===== src/ebd_defines.vh =====
`ifndef EBD_DEFINES_VH
`define EBD_DEFINES_VH

// Register byte offsets
`define EBD_OFS_IRQ_ENABLE 7'h00
`define EBD_OFS_IRQ_FLAGS 7'h04
`define EBD_OFS_CONTROL 7'h08
`define EBD_OFS_RX_END_LO 7'h0c
`define EBD_OFS_RX_END_HI 7'h10
`define EBD_OFS_SRC_START_LO 7'h14
`define EBD_OFS_SRC_START_HI 7'h18
`define EBD_OFS_SRC_END_LO 7'h1c
`define EBD_OFS_SRC_END_HI 7'h20
`define EBD_OFS_DEST_LO 7'h24
`define EBD_OFS_DEST_HI 7'h28
`define EBD_OFS_CSUM_LO 7'h2c
`define EBD_OFS_CSUM_HI 7'h30
`define EBD_OFS_RX_START_LO 7'h34
`define EBD_OFS_RX_START_HI 7'h38
`define EBD_OFS_MAC_LO 7'h3c
`define EBD_OFS_MAC_HI 7'h40

// Field positions
`define EBD_BIT_START_BUSY 5
`define EBD_BIT_CSUM_EN 4
`define EBD_BIT_TX_PENDING 3
`define EBD_BIT_DONE 5

// Widths and reset values
`define EBD_PTR_W 13
`define EBD_PTR_RESET 13'h0000
`define EBD_BYTE_RESET 8'h00
`define EBD_CSUM_RESET 16'h0000
`define EBD_PTR_TOP 13'h1fff

// Magic wake frame: sync bytes and address repeats
`define EBD_WAKE_SYNC_COUNT 3'h6
`define EBD_WAKE_REPEATS 5'h10

`endif


===== src/ebd_dma.v =====
`timescale 1ns/1ps
`default_nettype none
`include "ebd_defines.vh"

module ebd_dma (
    // Clock and reset
    input wire aclk,
    input wire aresetn,
    // AXI4-Lite write
    input wire [6:0] s_axi_awaddr,
    input wire s_axi_awvalid,
    output reg s_axi_awready,
    input wire [31:0] s_axi_wdata,
    input wire [3:0] s_axi_wstrb,
    input wire s_axi_wvalid,
    output reg s_axi_wready,
    output reg [1:0] s_axi_bresp,
    output reg s_axi_bvalid,
    input wire s_axi_bready,
    // AXI4-Lite read
    input wire [6:0] s_axi_araddr,
    input wire s_axi_arvalid,
    output reg s_axi_arready,
    output reg [31:0] s_axi_rdata,
    output reg [1:0] s_axi_rresp,
    output reg s_axi_rvalid,
    input wire s_axi_rready,
    // Buffer memory port, read data one cycle after address
    output reg [12:0] mem_addr,
    output reg mem_rd,
    output reg mem_wr,
    output reg [7:0] mem_wdata,
    input wire [7:0] mem_rdata,
    // Neighbouring engines, same clock
    input wire rx_store_req,
    input wire tx_done,
    // Receive byte stream for the wake filter, same clock
    input wire rx_frame_start,
    input wire rx_byte_valid,
    input wire [7:0] rx_byte,
    input wire rx_frame_end,
    // Results
    output reg dma_irq,
    output reg wake_match
);

// ---------------------------------------------------------------
// Registers
// ---------------------------------------------------------------
localparam ST_IDLE = 3'b001;
localparam ST_WAIT_TX = 3'b010;
localparam ST_RUN = 3'b100;

reg [7:0] irq_enable_reg;
reg done_flag_reg;
reg start_busy_reg;
reg csum_en_reg;
reg tx_pending_reg;
reg [12:0] rx_end_reg, rx_start_reg, src_start_reg, src_end_reg, dest_reg;
reg [15:0] csum_result_reg;
reg [47:0] mac_reg;
reg [2:0] state_reg;
reg [12:0] isrc_reg, idst_reg;
reg [16:0] sum_reg;
reg odd_reg;
reg [7:0] hi_byte_reg;
reg last_reg;
reg rd_pend_reg;
reg byte_vld_reg, last_vld_reg;

// ---------------------------------------------------------------
// AXI write channel
// ---------------------------------------------------------------
reg [6:0] aw_addr_reg;
reg aw_have_reg, w_have_reg;
reg [31:0] w_data_reg;
reg [3:0] w_strb_reg;
wire wr_go = aw_have_reg && w_have_reg && !s_axi_bvalid;
wire [7:0] wb = w_data_reg[7:0];
wire wb_en = w_strb_reg[0];

// Done event and folded sum from the engine; start from a control write
wire finishing;
wire [16:0] sum_fold;
wire dma_start = wr_go && wb_en && (aw_addr_reg >> 2) == (`EBD_OFS_CONTROL >> 2)
    && wb[`EBD_BIT_START_BUSY] && !start_busy_reg;

always @(posedge aclk) begin
    if (!aresetn) begin
        s_axi_awready <= 1'b0;
        s_axi_wready <= 1'b0;
        s_axi_bvalid <= 1'b0;
        s_axi_bresp <= 2'b00;
        aw_have_reg <= 1'b0;
        w_have_reg <= 1'b0;
        aw_addr_reg <= 7'h00;
        w_data_reg <= 32'h00000000;
        w_strb_reg <= 4'h0;
    end else begin
        s_axi_awready <= !aw_have_reg && !s_axi_awready && s_axi_awvalid;
        s_axi_wready <= !w_have_reg && !s_axi_wready && s_axi_wvalid;
        if (s_axi_awvalid && s_axi_awready) begin
            aw_have_reg <= 1'b1;
            aw_addr_reg <= s_axi_awaddr;
        end
        if (s_axi_wvalid && s_axi_wready) begin
            w_have_reg <= 1'b1;
            w_data_reg <= s_axi_wdata;
            w_strb_reg <= s_axi_wstrb;
        end
        if (wr_go) begin
            aw_have_reg <= 1'b0;
            w_have_reg <= 1'b0;
            s_axi_bvalid <= 1'b1;
            s_axi_bresp <= ((aw_addr_reg >> 2) > (`EBD_OFS_MAC_HI >> 2)) ? 2'b10 : 2'b00;
        end else if (s_axi_bvalid && s_axi_bready) begin
            s_axi_bvalid <= 1'b0;
        end
    end
end

// Register file; writes on the low byte lane, the MAC registers on the low three lanes
always @(posedge aclk) begin
    if (!aresetn) begin
        irq_enable_reg <= `EBD_BYTE_RESET;
        done_flag_reg <= 1'b0;
        start_busy_reg <= 1'b0;
        csum_en_reg <= 1'b0;
        tx_pending_reg <= 1'b0;
        rx_end_reg <= `EBD_PTR_RESET;
        rx_start_reg <= `EBD_PTR_RESET;
        src_start_reg <= `EBD_PTR_RESET;
        src_end_reg <= `EBD_PTR_RESET;
        dest_reg <= `EBD_PTR_RESET;
        csum_result_reg <= `EBD_CSUM_RESET;
        mac_reg <= 48'h000000000000;
    end else begin
        if (tx_done)
            tx_pending_reg <= 1'b0;
        if (wr_go && wb_en) begin
            case (aw_addr_reg >> 2)
                `EBD_OFS_IRQ_ENABLE >> 2: irq_enable_reg <= wb;
                `EBD_OFS_IRQ_FLAGS >> 2: done_flag_reg <= wb[`EBD_BIT_DONE];
                `EBD_OFS_CONTROL >> 2: begin
                    start_busy_reg <= wb[`EBD_BIT_START_BUSY];
                    csum_en_reg <= wb[`EBD_BIT_CSUM_EN];
                    if (wb[`EBD_BIT_TX_PENDING])
                        tx_pending_reg <= 1'b1;
                end
                `EBD_OFS_RX_END_LO >> 2: rx_end_reg[7:0] <= wb;
                `EBD_OFS_RX_END_HI >> 2: rx_end_reg[12:8] <= wb[4:0];
                `EBD_OFS_SRC_START_LO >> 2: src_start_reg[7:0] <= wb;
                `EBD_OFS_SRC_START_HI >> 2: src_start_reg[12:8] <= wb[4:0];
                `EBD_OFS_SRC_END_LO >> 2: src_end_reg[7:0] <= wb;
                `EBD_OFS_SRC_END_HI >> 2: src_end_reg[12:8] <= wb[4:0];
                `EBD_OFS_DEST_LO >> 2: dest_reg[7:0] <= wb;
                `EBD_OFS_DEST_HI >> 2: dest_reg[12:8] <= wb[4:0];
                `EBD_OFS_CSUM_LO >> 2: csum_result_reg[7:0] <= wb;
                `EBD_OFS_CSUM_HI >> 2: csum_result_reg[15:8] <= wb;
                `EBD_OFS_RX_START_LO >> 2: rx_start_reg[7:0] <= wb;
                `EBD_OFS_RX_START_HI >> 2: rx_start_reg[12:8] <= wb[4:0];
                `EBD_OFS_MAC_LO >> 2: mac_reg[23:0] <= w_data_reg[23:0];
                `EBD_OFS_MAC_HI >> 2: mac_reg[47:24] <= w_data_reg[23:0];
                default: ;
            endcase
        end
        // Hardware set beats a simultaneous firmware clear
        if (finishing) begin
            start_busy_reg <= 1'b0;
            done_flag_reg <= 1'b1;
            if (csum_en_reg)
                csum_result_reg <= ~(sum_fold[15:0]);
        end
    end
end

// ---------------------------------------------------------------
// AXI read channel
// ---------------------------------------------------------------
reg [7:0] rd_byte;
always @* begin
    rd_byte = 8'h00;
    case (s_axi_araddr >> 2)
        `EBD_OFS_IRQ_ENABLE >> 2: rd_byte = irq_enable_reg;
        `EBD_OFS_IRQ_FLAGS >> 2: rd_byte = {2'b00, done_flag_reg, 5'h00};
        `EBD_OFS_CONTROL >> 2: rd_byte = {2'b00, start_busy_reg, csum_en_reg,
            tx_pending_reg, 3'h0};
        `EBD_OFS_RX_END_LO >> 2: rd_byte = rx_end_reg[7:0];
        `EBD_OFS_RX_END_HI >> 2: rd_byte = {3'h0, rx_end_reg[12:8]};
        `EBD_OFS_SRC_START_LO >> 2: rd_byte = src_start_reg[7:0];
        `EBD_OFS_SRC_START_HI >> 2: rd_byte = {3'h0, src_start_reg[12:8]};
        `EBD_OFS_SRC_END_LO >> 2: rd_byte = src_end_reg[7:0];
        `EBD_OFS_SRC_END_HI >> 2: rd_byte = {3'h0, src_end_reg[12:8]};
        `EBD_OFS_DEST_LO >> 2: rd_byte = dest_reg[7:0];
        `EBD_OFS_DEST_HI >> 2: rd_byte = {3'h0, dest_reg[12:8]};
        `EBD_OFS_CSUM_LO >> 2: rd_byte = csum_result_reg[7:0];
        `EBD_OFS_CSUM_HI >> 2: rd_byte = csum_result_reg[15:8];
        `EBD_OFS_RX_START_LO >> 2: rd_byte = rx_start_reg[7:0];
        `EBD_OFS_RX_START_HI >> 2: rd_byte = {3'h0, rx_start_reg[12:8]};
        default: rd_byte = 8'h00;
    endcase
end

always @(posedge aclk) begin
    if (!aresetn) begin
        s_axi_arready <= 1'b0;
        s_axi_rvalid <= 1'b0;
        s_axi_rdata <= 32'h00000000;
        s_axi_rresp <= 2'b00;
    end else begin
        s_axi_arready <= s_axi_arvalid && !s_axi_arready && !s_axi_rvalid;
        if (s_axi_arvalid && s_axi_arready) begin
            s_axi_rvalid <= 1'b1;
            if ((s_axi_araddr >> 2) == (`EBD_OFS_MAC_LO >> 2))
                s_axi_rdata <= {8'h00, mac_reg[23:0]};
            else if ((s_axi_araddr >> 2) == (`EBD_OFS_MAC_HI >> 2))
                s_axi_rdata <= {8'h00, mac_reg[47:24]};
            else
                s_axi_rdata <= {24'h000000, rd_byte};
            s_axi_rresp <= ((s_axi_araddr >> 2) > (`EBD_OFS_MAC_HI >> 2)) ? 2'b10 : 2'b00;
        end else if (s_axi_rvalid && s_axi_rready) begin
            s_axi_rvalid <= 1'b0;
        end
    end
end

// ---------------------------------------------------------------
// DMA engine
// ---------------------------------------------------------------
// Read data stands the cycle after mem_rd, so a byte is used two cycles after its issue
wire byte_in = byte_vld_reg;
wire run_ok = state_reg == ST_RUN && start_busy_reg && !last_reg;
// A copy reads only while no byte waits, leaving the port free for its writes
wire issue = run_ok && !rx_store_req && (csum_en_reg || !byte_in);
assign finishing = byte_in && last_vld_reg && start_busy_reg;
wire [15:0] word_in = odd_reg ? {hi_byte_reg, mem_rdata} : 16'h0000;
wire [15:0] word_last = odd_reg ? {hi_byte_reg, mem_rdata} : {mem_rdata, 8'h00};
wire [16:0] sum_add = {1'b0, sum_reg[15:0]} + {16'h0000, sum_reg[16]} + {1'b0,
    (last_vld_reg ? word_last : word_in)};
assign sum_fold = {1'b0, sum_add[15:0]} + {16'h0000, sum_add[16]};

always @(posedge aclk) begin
    if (!aresetn) begin
        state_reg <= ST_IDLE;
        isrc_reg <= `EBD_PTR_RESET;
        idst_reg <= `EBD_PTR_RESET;
        sum_reg <= 17'h00000;
        odd_reg <= 1'b0;
        hi_byte_reg <= 8'h00;
        last_reg <= 1'b0;
        rd_pend_reg <= 1'b0;
        byte_vld_reg <= 1'b0;
        last_vld_reg <= 1'b0;
        mem_addr <= `EBD_PTR_RESET;
        mem_rd <= 1'b0;
        mem_wr <= 1'b0;
        mem_wdata <= 8'h00;
        dma_irq <= 1'b0;
    end else begin
        dma_irq <= done_flag_reg && irq_enable_reg[`EBD_BIT_DONE];
        mem_rd <= 1'b0;
        mem_wr <= 1'b0;
        rd_pend_reg <= 1'b0;
        byte_vld_reg <= rd_pend_reg;
        last_vld_reg <= last_reg;
        case (state_reg)
            ST_IDLE: begin
                if (dma_start) begin
                    isrc_reg <= src_start_reg;
                    idst_reg <= dest_reg;
                    sum_reg <= 17'h00000;
                    odd_reg <= 1'b0;
                    last_reg <= 1'b0;
                    state_reg <= (tx_pending_reg && !tx_done) ? ST_WAIT_TX : ST_RUN;
                end
            end
            ST_WAIT_TX: begin
                if (!start_busy_reg)
                    state_reg <= ST_IDLE;
                else if (!tx_pending_reg || tx_done)
                    state_reg <= ST_RUN;
            end
            ST_RUN: begin
                // Cancel leaves every register as it was
                if (!start_busy_reg) begin
                    state_reg <= ST_IDLE;
                end else begin
                    if (issue) begin
                        mem_addr <= isrc_reg;
                        mem_rd <= 1'b1;
                        rd_pend_reg <= 1'b1;
                        last_reg <= isrc_reg == src_end_reg;
                        if (isrc_reg == rx_end_reg)
                            isrc_reg <= rx_start_reg;
                        else
                            isrc_reg <= isrc_reg + 13'h0001;
                    end
                    if (byte_in) begin
                        if (csum_en_reg) begin
                            odd_reg <= !odd_reg;
                            hi_byte_reg <= mem_rdata;
                            sum_reg <= last_vld_reg ? sum_fold : sum_add;
                        end else begin
                            // Reading the next byte and writing this one share
                            // the port, so the write goes out when no read does
                            mem_wr <= 1'b1;
                            mem_wdata <= mem_rdata;
                            mem_addr <= idst_reg;
                            idst_reg <= idst_reg + 13'h0001;
                        end
                    end
                    if (finishing)
                        state_reg <= ST_IDLE;
                end
            end
            default: state_reg <= ST_IDLE;
        endcase
    end
end

// ---------------------------------------------------------------
// Wake frame filter
// ---------------------------------------------------------------
reg [5:0] rx_pos_reg;
reg dst_ok_reg;
reg [2:0] sync_reg;
reg [4:0] rep_reg;
reg [2:0] bix_reg;
wire [7:0] mac_byte = mac_reg[8 * (3'h5 - bix_reg) +: 8];

always @(posedge aclk) begin
    if (!aresetn || rx_frame_start) begin
        rx_pos_reg <= 6'h00;
        dst_ok_reg <= 1'b1;
        sync_reg <= 3'h0;
        rep_reg <= 5'h00;
        bix_reg <= 3'h0;
        wake_match <= 1'b0;
    end else if (rx_byte_valid && !wake_match) begin
        if (rx_pos_reg < 6'h06) begin
            rx_pos_reg <= rx_pos_reg + 6'h01;
            if (rx_byte != mac_reg[8 * (3'h5 - rx_pos_reg[2:0]) +: 8])
                dst_ok_reg <= 1'b0;
        end else if (sync_reg != `EBD_WAKE_SYNC_COUNT) begin
            sync_reg <= (rx_byte == 8'hff) ? sync_reg + 3'h1 : 3'h0;
        end else if (rx_byte == mac_byte) begin
            if (bix_reg == 3'h5) begin
                bix_reg <= 3'h0;
                rep_reg <= rep_reg + 5'h01;
                if (rep_reg + 5'h01 == `EBD_WAKE_REPEATS)
                    wake_match <= dst_ok_reg;
            end else begin
                bix_reg <= bix_reg + 3'h1;
            end
        end else begin
            // An FFh before any address byte matches keeps the sync run alive
            sync_reg <= (rx_byte == 8'hff && bix_reg == 3'h0 && rep_reg == 5'h00)
                ? `EBD_WAKE_SYNC_COUNT : ((rx_byte == 8'hff) ? 3'h1 : 3'h0);
            bix_reg <= 3'h0;
            rep_reg <= 5'h00;
        end
    end else if (rx_frame_end) begin
        wake_match <= 1'b0;
    end
end

endmodule

`default_nettype wire


===== config.mk =====
export PLATFORM = sky130hd
export DESIGN_NAME = ebd_dma
export DESIGN_NICKNAME = d
export VERILOG_FILES = /design/src/ebd_dma.v
export VERILOG_INCLUDE_DIRS = /design/src
export SDC_FILE = /design/constraint.sdc
export NUM_CORES = 1
export LEC_CHECK = 0
export BUFFER_PORTS_ARGS = -buffer_cell sky130_fd_sc_hd__buf_2
export CAP_MARGIN = 20
export CORE_MARGIN = 1.5
export CORE_UTILIZATION = 65
export DETAILED_ROUTE_END_ITERATION = 12
export MAX_ROUTING_LAYER = met4
export PLACE_DENSITY = 0.88
export SLEW_MARGIN = 20
export SYNTH_ARGS = -nofsm -noshare
export SYNTH_HDL_FRONTEND = slang
export SYNTH_SLANG_ARGS = --single-unit

===== constraint.sdc =====
create_clock -name aclk -period 10.5 [get_ports aclk]
set_clock_uncertainty 0.1 [all_clocks]
set_input_delay 0.525 -clock aclk [delete_from_list [all_inputs] [get_ports aclk]]
set_output_delay 0.525 -clock aclk [all_outputs]
set_load 0.05 [all_outputs]

## Yosys cells after proc, flatten, opt, wreduce, memory -nomap -nowiden

Cells that the tools add are included.

- Memory bits (writable): 0
- Input port bits: 78
- Memories kept: 0
- Bits in registers: 317
- Logic and storage cells: 295
- Output and inout bits: 66
- Bits in latches: 0
- Memory bits (read-only): 0

- Divide/modulo/power cells: 0
- Reductions and logical operators: 89
- Bitwise logic cells: 5
- Add/subtract/negate cells: 11
- Mux-type cells: 76
- Shifts and indexed selects: 2
- Equality and inequality tests: 58
- Order comparisons: 3
- Multiply operators: 0

Operators with widths:

| cell | number |
|---|---|
| $mux W13 | 11 |
| $pmux W8 S15 | 1 |
| $mux W16 | 6 |
| $shiftx A48 B33 Y8 | 2 |
| $mux W17 | 5 |
| $eq A5 B4 Y1 const B | 16 |
| $pmux W13 S2 | 2 |
| $mux W24 | 2 |
| $eq A5 B3 Y1 const B | 8 |
| $mux W3 | 12 |
| $add A16 B1 Y17 | 2 |
| $pmux W17 S2 | 1 |
| $reduce_and A2 Y1 | 17 |
| $logic_and A1 B1 Y1 | 28 |
| $mux W1 | 27 |
| $add A13 B1 Y13 const B | 2 |
| $eq A13 B13 Y1 | 2 |
| $eq A5 B2 Y1 const B | 4 |
| $reduce_and A4 Y1 | 5 |
| $ne A2 B2 Y1 const B | 9 |
| $add A17 B16 Y17 | 1 |
| $logic_not A1 Y1 | 16 |
| $mux W8 | 2 |
| $not A16 Y16 | 1 |
| 30 further kinds | 62 |

## Logic depth before layout (Yosys ltp)

Gate-level depths: netlist (run 1).

- Depth after elaboration: 9
- Mapped depth: 15

## Least setup slack after synthesis (run 1)

No wires, ideal clock.

- Kind: flip-flop to flip-flop
- From: register bix_reg[1]
- To: register wake_match
- Slack: 6,560 ps
- Cell stages (with the launch flop): 14
- Clock period less this slack: 3,940 ps
- Arrival: 3,770 ps
- Setup time: 71 ps
- Cell sequence: dfxtp_1 > clkbuf_1 > inv_1 > clkbuf_1 > ha_1 > clkbuf_1 > mux4_1 > a22o_1 > o31ai_1 > a2bb2oi_1 > o22a_1 > or3_1 > or4_1 > a21oi_1

- Cells in the longest elaborated chain, start to end: 5
- Elaborated cells on any way between the ends: 7
- Those cells by class: add/sub (1); eq/ne (4); shift (1); reduce/logical (1)

RTL lines:

| item | RTL line | text |
|---|---|---|
| from (decl) | ebd_dma.v:328 | `reg [2:0] bix_reg;` |
| from (signal assigned) | ebd_dma.v:353 | `bix_reg <= bix_reg + 3'h1;` |
| $sub A3 B3 Y4 | ebd_dma.v:329 | `wire [7:0] mac_byte = mac_reg[8 * (3'h5 - bix_reg) +: 8];` |
| $shiftx A48 B33 Y8 | ebd_dma.v:329 |  |
| $eq A8 B8 Y1 | ebd_dma.v:346 | `end else if (rx_byte == mac_byte) begin` |
| $ne A2 B1 Y1 (no source line) | n/a |  |
| $reduce_and A6 Y1 (no source line) * | n/a |  |
| to (signal assigned) | ebd_dma.v:351 | `wake_match <= dst_ok_reg;` |
| to (decl) | ebd_dma.v:44 | `output reg wake_match` |

Mark *: on every way between the ends. The rest lies on a longest branch, timed or not.
A chain may end at the register's enable or synchronous reset.

## Worst setup path after layout (run 1)

Ends and elaborated chain as after synthesis.

==> qor.csv, run 1 <==
stage,metric,value,unit
status,outcome,"complete, no violations",
drt,Top Layer Used,met4,
clock_network,number of post-CTS setup repair buffers,0,
power,Flop pwr share,48.7,%
timing,final worst path period need,4.60,ns
drt,WL met2,22.6,mm
grt,Total Routing Usage GR,38.8,%
finish,max reg flops,48,
synthesis,Netlist cell types,71,
finish,Area Overhead vs Synth,9.95,%
critical_path,Levels on crit path,10,
die,initial core utilization,66.4,%
synthesis,Avg Inst Size Synth,8.08,um^2
grt,largest net degree at the start of global routing,95,
die,Die X,161,um
power,Sw Ratio,23.2,%
synthesis,Post-synth EDFFs,0,
drt,Via-to-Cell Ratio,6.70,
power,Net Sw Power,0.564,mW
placed_design,Placer Congestion,1.04,
finish,"most common cell after layout, fill and taps aside",dfxtp_1,
power,clock share of power,46.8,%
min_path,Worst Hold Class,in -> reg,
synthesis,Yosys reg bits,305,
critical_path,launch point of the worst reg-to-reg path,bix_reg[1],
die,DIE AREA,25800,um^2
critical_path,CP startpoint kind,register,
drt,DR vias,15800,
synthesis,sequential share of the synthesized area,37.8,%
critical_path,Critical Path Start,bix_reg[1],
synthesis,Synth Instances,1998,
critical_path,"Req. time, crit path",10.89,ns
finish,area of the multi-input gates,9380,um^2
synthesis,"Cell Area, Synth",16100,um^2
clock_network,TritonCTS buffer count,30,
clock_network,H-tree depth,1,
drt,Post-Route M1 WL,19.3,mm
drt,routed wire length,50.1,mm
timing,RSZ-0062 raised after global routing,false,
grt,first-pass GRT wire length,78.2,mm
grt,initial antenna violation count,1,
timing,worst rel slew slack,23.5,%
synthesis,number of synthesis warnings,0,
drt,Remaining DRCs,0,
critical_path,critical path class,reg -> reg,
drt,WL/cell,21.2,um
timing,Peak Freq,218,MHz
clock_network,CTS Hold Bufs,0,
run,max_cap viols,0,
placed_design,post-DP HPWL,34.8,mm
finish,most frequent cells in the layout,"dfxtp_1, nand2_1, nor2_1",
drt,DRT Pass-1 Iters,8,
power,power per cell area,137,nW/um^2
critical_path,crit path max fanout,15,
min_path,Hold Path Depth,3,
finish,Reg area,6110,um^2
synthesis,proportion of netlist area held by the largest area contributor,37.8,%
finish,layout cells sized above 1,11.9,%
die,Core Area,24300,um^2
power,Cell Int Power,1.86,mW
timing,Setup TNS Final,0,ns
power,worst vdd ir,0.151,mV
drt,"antenna viol nets, final",0,
clock_network,Clock Latency Late Sink,0.57,ns
critical_path,crit-path max cell delay,0.80,ns
timing,"Slew Viols, Final",0,
clock_network,TritonCTS clock tree,done,
synthesis,Main synth FF type,dfxtp_1,
critical_path,CP arrival,4.98,ns
critical_path,worst path cell trace,inv_1 -> ha_1 -> mux4_2 -> a22oi_1 -> or3b_2 -> a211oi_1 -> o32ai_1 -> or3_1 -> or4_1 -> a21oi_1,
timing,Worst Tran Pin Value,1.15,ns
clock_network,post-cts resize count,0,
critical_path,Worst Path Buf+Inv,1,
clock_network,TritonCTS sink count,305,
synthesis,dominant cells by area after synthesis,"dfxtp_1, nand2_1, a21oi_1",
critical_path,R2R depth,10,
placed_design,Port Buffers,118,
critical_path,Reg2Reg Setup Slack,5.90,ns
clock_network,deepest clock path buffer count,3,
drt,DR iter-0 viols,1929,
die,row count,57,
synthesis,Async SR Flop Fraction,0,%
synthesis,post-synth top area cell,dfxtp_1,
timing,final setup fails,0,
critical_path,reg2reg end,wake_match,
clock_network,clock root buffer,clkbuf_16,
finish,# fillers,1828,
critical_path,critical path endpoint category,register,
die,Ports,144,
critical_path,CP max-delay cell,ha_1,
finish,final net count,2132,
grt,vias in the first global route,14800,
drt,WL met3,5.94,mm
timing,WHS,0.0857,ns
critical_path,family with the most delay on the worst path,simple AND/OR/NAND/NOR gates,
die,die height,161,um
timing,fin crit share,43.8,%
power,power share of the combinational group,4.5,%
power,leakage dissipation,6.91,nW
critical_path,crit path capture,wake_match,
grt,grt total ovfl,0,
timing,Final Hold Viols,0,
clock_network,"CTS clk-pin slew, worst paths",0.06,ns
## cell usage after synthesis, types with 34 or more instances
cell type  count
xnor2_1       42
nor2_1       206
dfxtp_1      305
nand2_1      302
a21oi_1      190
clkbuf_1     134
xor2_1        34
mux2i_1       95
nand3_1       81
o21ai_0       63
a22oi_1       38
nor3_1        49
## worst min-delay path by stage
| stage | slack (ns) | startpoint | endpoint |
|---|---|---|---|
| 2_1_floorplan | 0.33 | rx_pos_reg[4] | rx_pos_reg[4] |
| 3_3_place_gp | 0.33 | s_axi_rvalid | s_axi_arready |
| 3_5_place_dp | 0.34 | mem_wdata[3] | mem_wdata[3] |
| 4_1_cts | 0.09 | s_axi_wdata[15] | w_data_reg[15] |
| 5_1_grt | 0.09 | s_axi_wvalid | s_axi_wready |
| 6_report | 0.09 | s_axi_wdata[15] | w_data_reg[15] |
## metrics by stage
stage / instances / area, um^2 / utilization [%] / power, mW / worst slack (ns)
after global placement: 2314 / 16700 / 68.7 / 1.31 / 6.17
after CTS: 2364 / 17700 / 72.9 / 2.42 / 6.01
after detailed placement: 2314 / 16700 / 68.7 / 1.31 / 6.04
after global routing: 2366 / 17700 / 73.0 / 2.47 / 5.67
after floorplan: 2007 / 16200 / - / 1.28 / 6.56
final: 2366 / 17700 / 73.0 / 2.43 / 5.90
## layer usage
layer,GRT usage (%),vias up
li1,-,7174
met1,49.7,7488
met2,59.5,1028
met3,7.75,159
met4,17.5,0
met5,-,-
## cells by family after synthesis
family	after synthesis	share of synthesized area, %
adders and majority gates	31	2.50
other	1	0.0232
AOI/OAI and AO/OA	466	18.4
DFF	305	37.8
xor gates and xnor gates	76	4.12
and+or+nand+nor	811	23.2
muxes	130	9.52
buffers and inverters	178	4.43
## area by class of cell
class	instances	area share, %
clock buffers	35	4.56
repair buffers	137	4.15
diodes	1	0.0141
inverters	25	0.557
flip-flops and latches	305	34.4
clock inverters	15	1.21
well taps	324	2.28
multi-input cells	1524	52.8
## power groups by stage
stage / combinational (mW) / clock, mW / sequential [mW]
after floorplan: 0.0646 / 0 / 1.21
after global placement: 0.104 / 0 / 1.20
after detailed placement: 0.106 / 0 / 1.21
after CTS: 0.107 / 1.13 / 1.18
after global routing: 0.116 / 1.18 / 1.18
final: 0.110 / 1.14 / 1.18
## worst min-delay path, stage by stage
cell,delay [ns]
buf_2,0.09
nand2_1,0.04
a21oi_1,0.05
Note: power is estimated with default switching activity, not from simulation.
==> inputs of run 2 (changes only) <==
CORE_UTILIZATION = 60   (was 65)
PLACE_DENSITY = 0.82   (was 0.88)
clock period = 4.3 ns   (was 10.5 ns; I/O delays follow)
==> run 2 against run 1 <==
  * Final cell count rose by 3.5%
  * Highest routed layer unchanged
  * Register-to-register slack got worse by 5.6 ns
  * Non-clock buffer count rose by 65
  * Largest cell class unchanged
  * Core utilization fell by 2.9 points
  * Critical path depth rose by 3
  * First-iteration DRC count fell by 0.36%
  * Critical path type unchanged
  * Via count rose by 1.1%
  * Die area rose by 8.2%
  * Sequential cell count did not move
  * Global-route usage fell by 1.0 points
==> qor.csv, run 2 (same netlist as run 1, synthesis figures left out) <==
stage,metric,value,unit,change
timing,Setup TNS Final,0,ns,unchanged
critical_path,"Req. time, crit path",4.63,ns,-6.26 ns
placed_design,Port Buffers,118,,unchanged
drt,DR iter-0 viols,1922,,-0.36%
timing,Worst Tran Pin Value,1.09,ns,-0.0557 ns
grt,grt total ovfl,0,,unchanged
die,row count,59,,+3.5%
critical_path,critical path endpoint category,register,,
timing,RSZ-0062 raised after global routing,false,,
timing,worst rel slew slack,27.3,%,+3.8 points
critical_path,Worst Path Buf+Inv,2,,+1
critical_path,critical path class,reg -> reg,,
die,DIE AREA,27900,um^2,+8.2%
clock_network,Clock Latency Late Sink,0.56,ns,about the same
run,max_cap viols,0,,unchanged
grt,first-pass GRT wire length,81.9,mm,+4.7%
power,leakage dissipation,7.19,nW,+4.0%
timing,Peak Freq,250,MHz,+15%
critical_path,CP arrival,4.33,ns,-0.65 ns
clock_network,TritonCTS clock tree,done,,
finish,Final Instance Area,18400,um^2,+3.5%
grt,initial antenna violation count,0,,-1
finish,layout cells sized above 1,12.2,%,+0.26 points
die,Die X,167,um,+4.0%
die,die height,167,um,+4.0%
min_path,Worst Hold Class,in -> reg,,
finish,max reg flops,48,,unchanged
power,worst vdd ir,0.262,mV,+74%
critical_path,Levels on crit path,13,,+3
finish,most frequent cells in the layout,"dfxtp_1, nand2_1, nor2_1",,
clock_network,TritonCTS buffer count,31,,+3.3%
drt,"antenna viol nets, final",0,,unchanged
timing,fin crit share,92.9,%,+49 points
clock_network,clock root buffer,clkbuf_16,,
critical_path,CP startpoint kind,register,,
die,Core Area,26200,um^2,+7.8%
clock_network,H-tree depth,1,,unchanged
die,Ports,144,,unchanged
critical_path,crit path max fanout,12,,-3
critical_path,R2R depth,13,,+3
timing,Final Hold Viols,0,,unchanged
placed_design,pre-CTS setup slack,0.414,ns,-5.63 ns
critical_path,CP max-delay cell,a211oi_1,,
timing,final worst slack,0.306,ns,-5.60 ns
finish,Area Overhead vs Synth,13.9,%,
finish,final net count,2198,,+3.1%
placed_design,post-DP HPWL,36.2,mm,+4.1%
grt,largest net degree at the start of global routing,140,,+47%
die,initial core utilization,61.6,%,-4.8 points
finish,"most common cell after layout, fill and taps aside",dfxtp_1,,
clock_network,number of post-CTS setup repair buffers,0,,unchanged
drt,Remaining DRCs,0,,unchanged
drt,Via-to-Cell Ratio,6.54,,-2.3%
critical_path,worst path cell trace,nand2_1 -> fa_1 -> inv_1 -> fa_1 -> a211oi_1 -> nor2_1 -> xor2_1 -> and3_1 -> nor4bb_1 -> buf_4 -> and4_1 -> a211oi_1 -> a2111oi_0,,
critical_path,crit-path max cell delay,0.42,ns,-0.38 ns
drt,DR vias,16000,,+1.1%
drt,DRT Pass-1 Iters,5,,-3
grt,Total Routing Usage GR,37.8,%,-1.0 points
placed_design,DP Area,16900,um^2,+0.91%
clock_network,"CTS clk-pin slew, worst paths",0.07,ns,about the same
placed_design,Placer Congestion,1.06,,+1.8%
drt,WL/cell,21.4,um,+1.0%
clock_network,TritonCTS sink count,305,,unchanged
clock_network,deepest clock path buffer count,3,,unchanged
timing,"Slew Viols, Final",0,,unchanged
min_path,Hold Path Depth,4,,+1
grt,vias in the first global route,14900,,+0.54%
power,power per cell area,323,nW/um^2,+140%
timing,final worst path period need,3.99,ns,-0.602 ns
critical_path,family with the most delay on the worst path,simple AND/OR/NAND/NOR gates,,
timing,WHS,0.0709,ns,-0.0148 ns
power,Power Total,5.94,mW,+140%
drt,routed wire length,52.4,mm,+4.5%
status,outcome,"complete, no violations",,
timing,final setup fails,0,,unchanged
[run 2: changes by cell type in the layout (fill, tap and decap cells not counted), sizes merged]
| cell | delta |
|---|---|
| buf | +15 |
| clkbuf | +6 |
| bufinv | -2 |
| inv | +1 |
| clkinv | +1 |
| dlygate4sd3 | +50 |
| clkinvlp | +1 |
[run 2: area by class of cell]
| cell class | instances | area (um^2) |
|---|---|---|
| Multi-Input combinational cell | 1524 | 9380 |
| Fill cell | 2099 | 7830 |
| Sequential cell | 305 | 6110 |
| Timing Repair Buffer | 202 | 1360 |
| Clock buffer | 41 | 853 |
| Tap cell | 335 | 419 |
| Clock inverter | 16 | 164 |
| Inverter | 25 | 98.8 |
| Antenna cell | 1 | 2.50 |
[run 2: routing by layer]
layer  global-route usage [%]  up-vias  part of all wire, %
met5                        -        -                    0
met4                     15.9        0                  4.2
met3                     6.08      157                  9.9
met2                     58.3      931                   45
met1                     49.3     7623                   40
li1                         -     7315                    -
[run 2: metrics by stage]
| step | std cells | utilization, % |
|---|---|---|
| 5_1_grt | 2448 | 70.1 |
| 3_3_place_gp | 2341 | 64.3 |
| 2_1_floorplan | 2007 | - |
| 3_5_place_dp | 2341 | 64.3 |
| 6_report | 2449 | 70.1 |
| 4_1_cts | 2448 | 70.1 |
[run 2: final timing paths]
kind,from,endpoint,slack (ns)
worst max-delay path,odd_reg,csum_result_reg[14],0.31
worst min-delay path,rx_byte[3],dst_ok_reg,0.07
worst max register to register,odd_reg,csum_result_reg[14],0.31
worst min register to register,mem_wdata[3],mem_wdata[3],0.36
[run 2: power by group]
| part | internal, mW | switching [mW] |
|---|---|---|
| Clock | 1.57 | 1.17 |
| Sequential | 2.85 | 0.0356 |
| Combinational | 0.100 | 0.215 |
[run 2: tightest hold or removal path, cell delays in order]
cell     delay, ns
buf_2         0.14
o32ai_1       0.10
nand4_1       0.14
a31oi_1       0.09
[run 2: repair_timing]
| item | 4_1_cts | 5_1_grt |
|---|---|---|
| endpoints found under the hold margin | 57 | 0 |
| gates resized for setup | 0 | 0 |
| hold buffers | 50 | 0 |
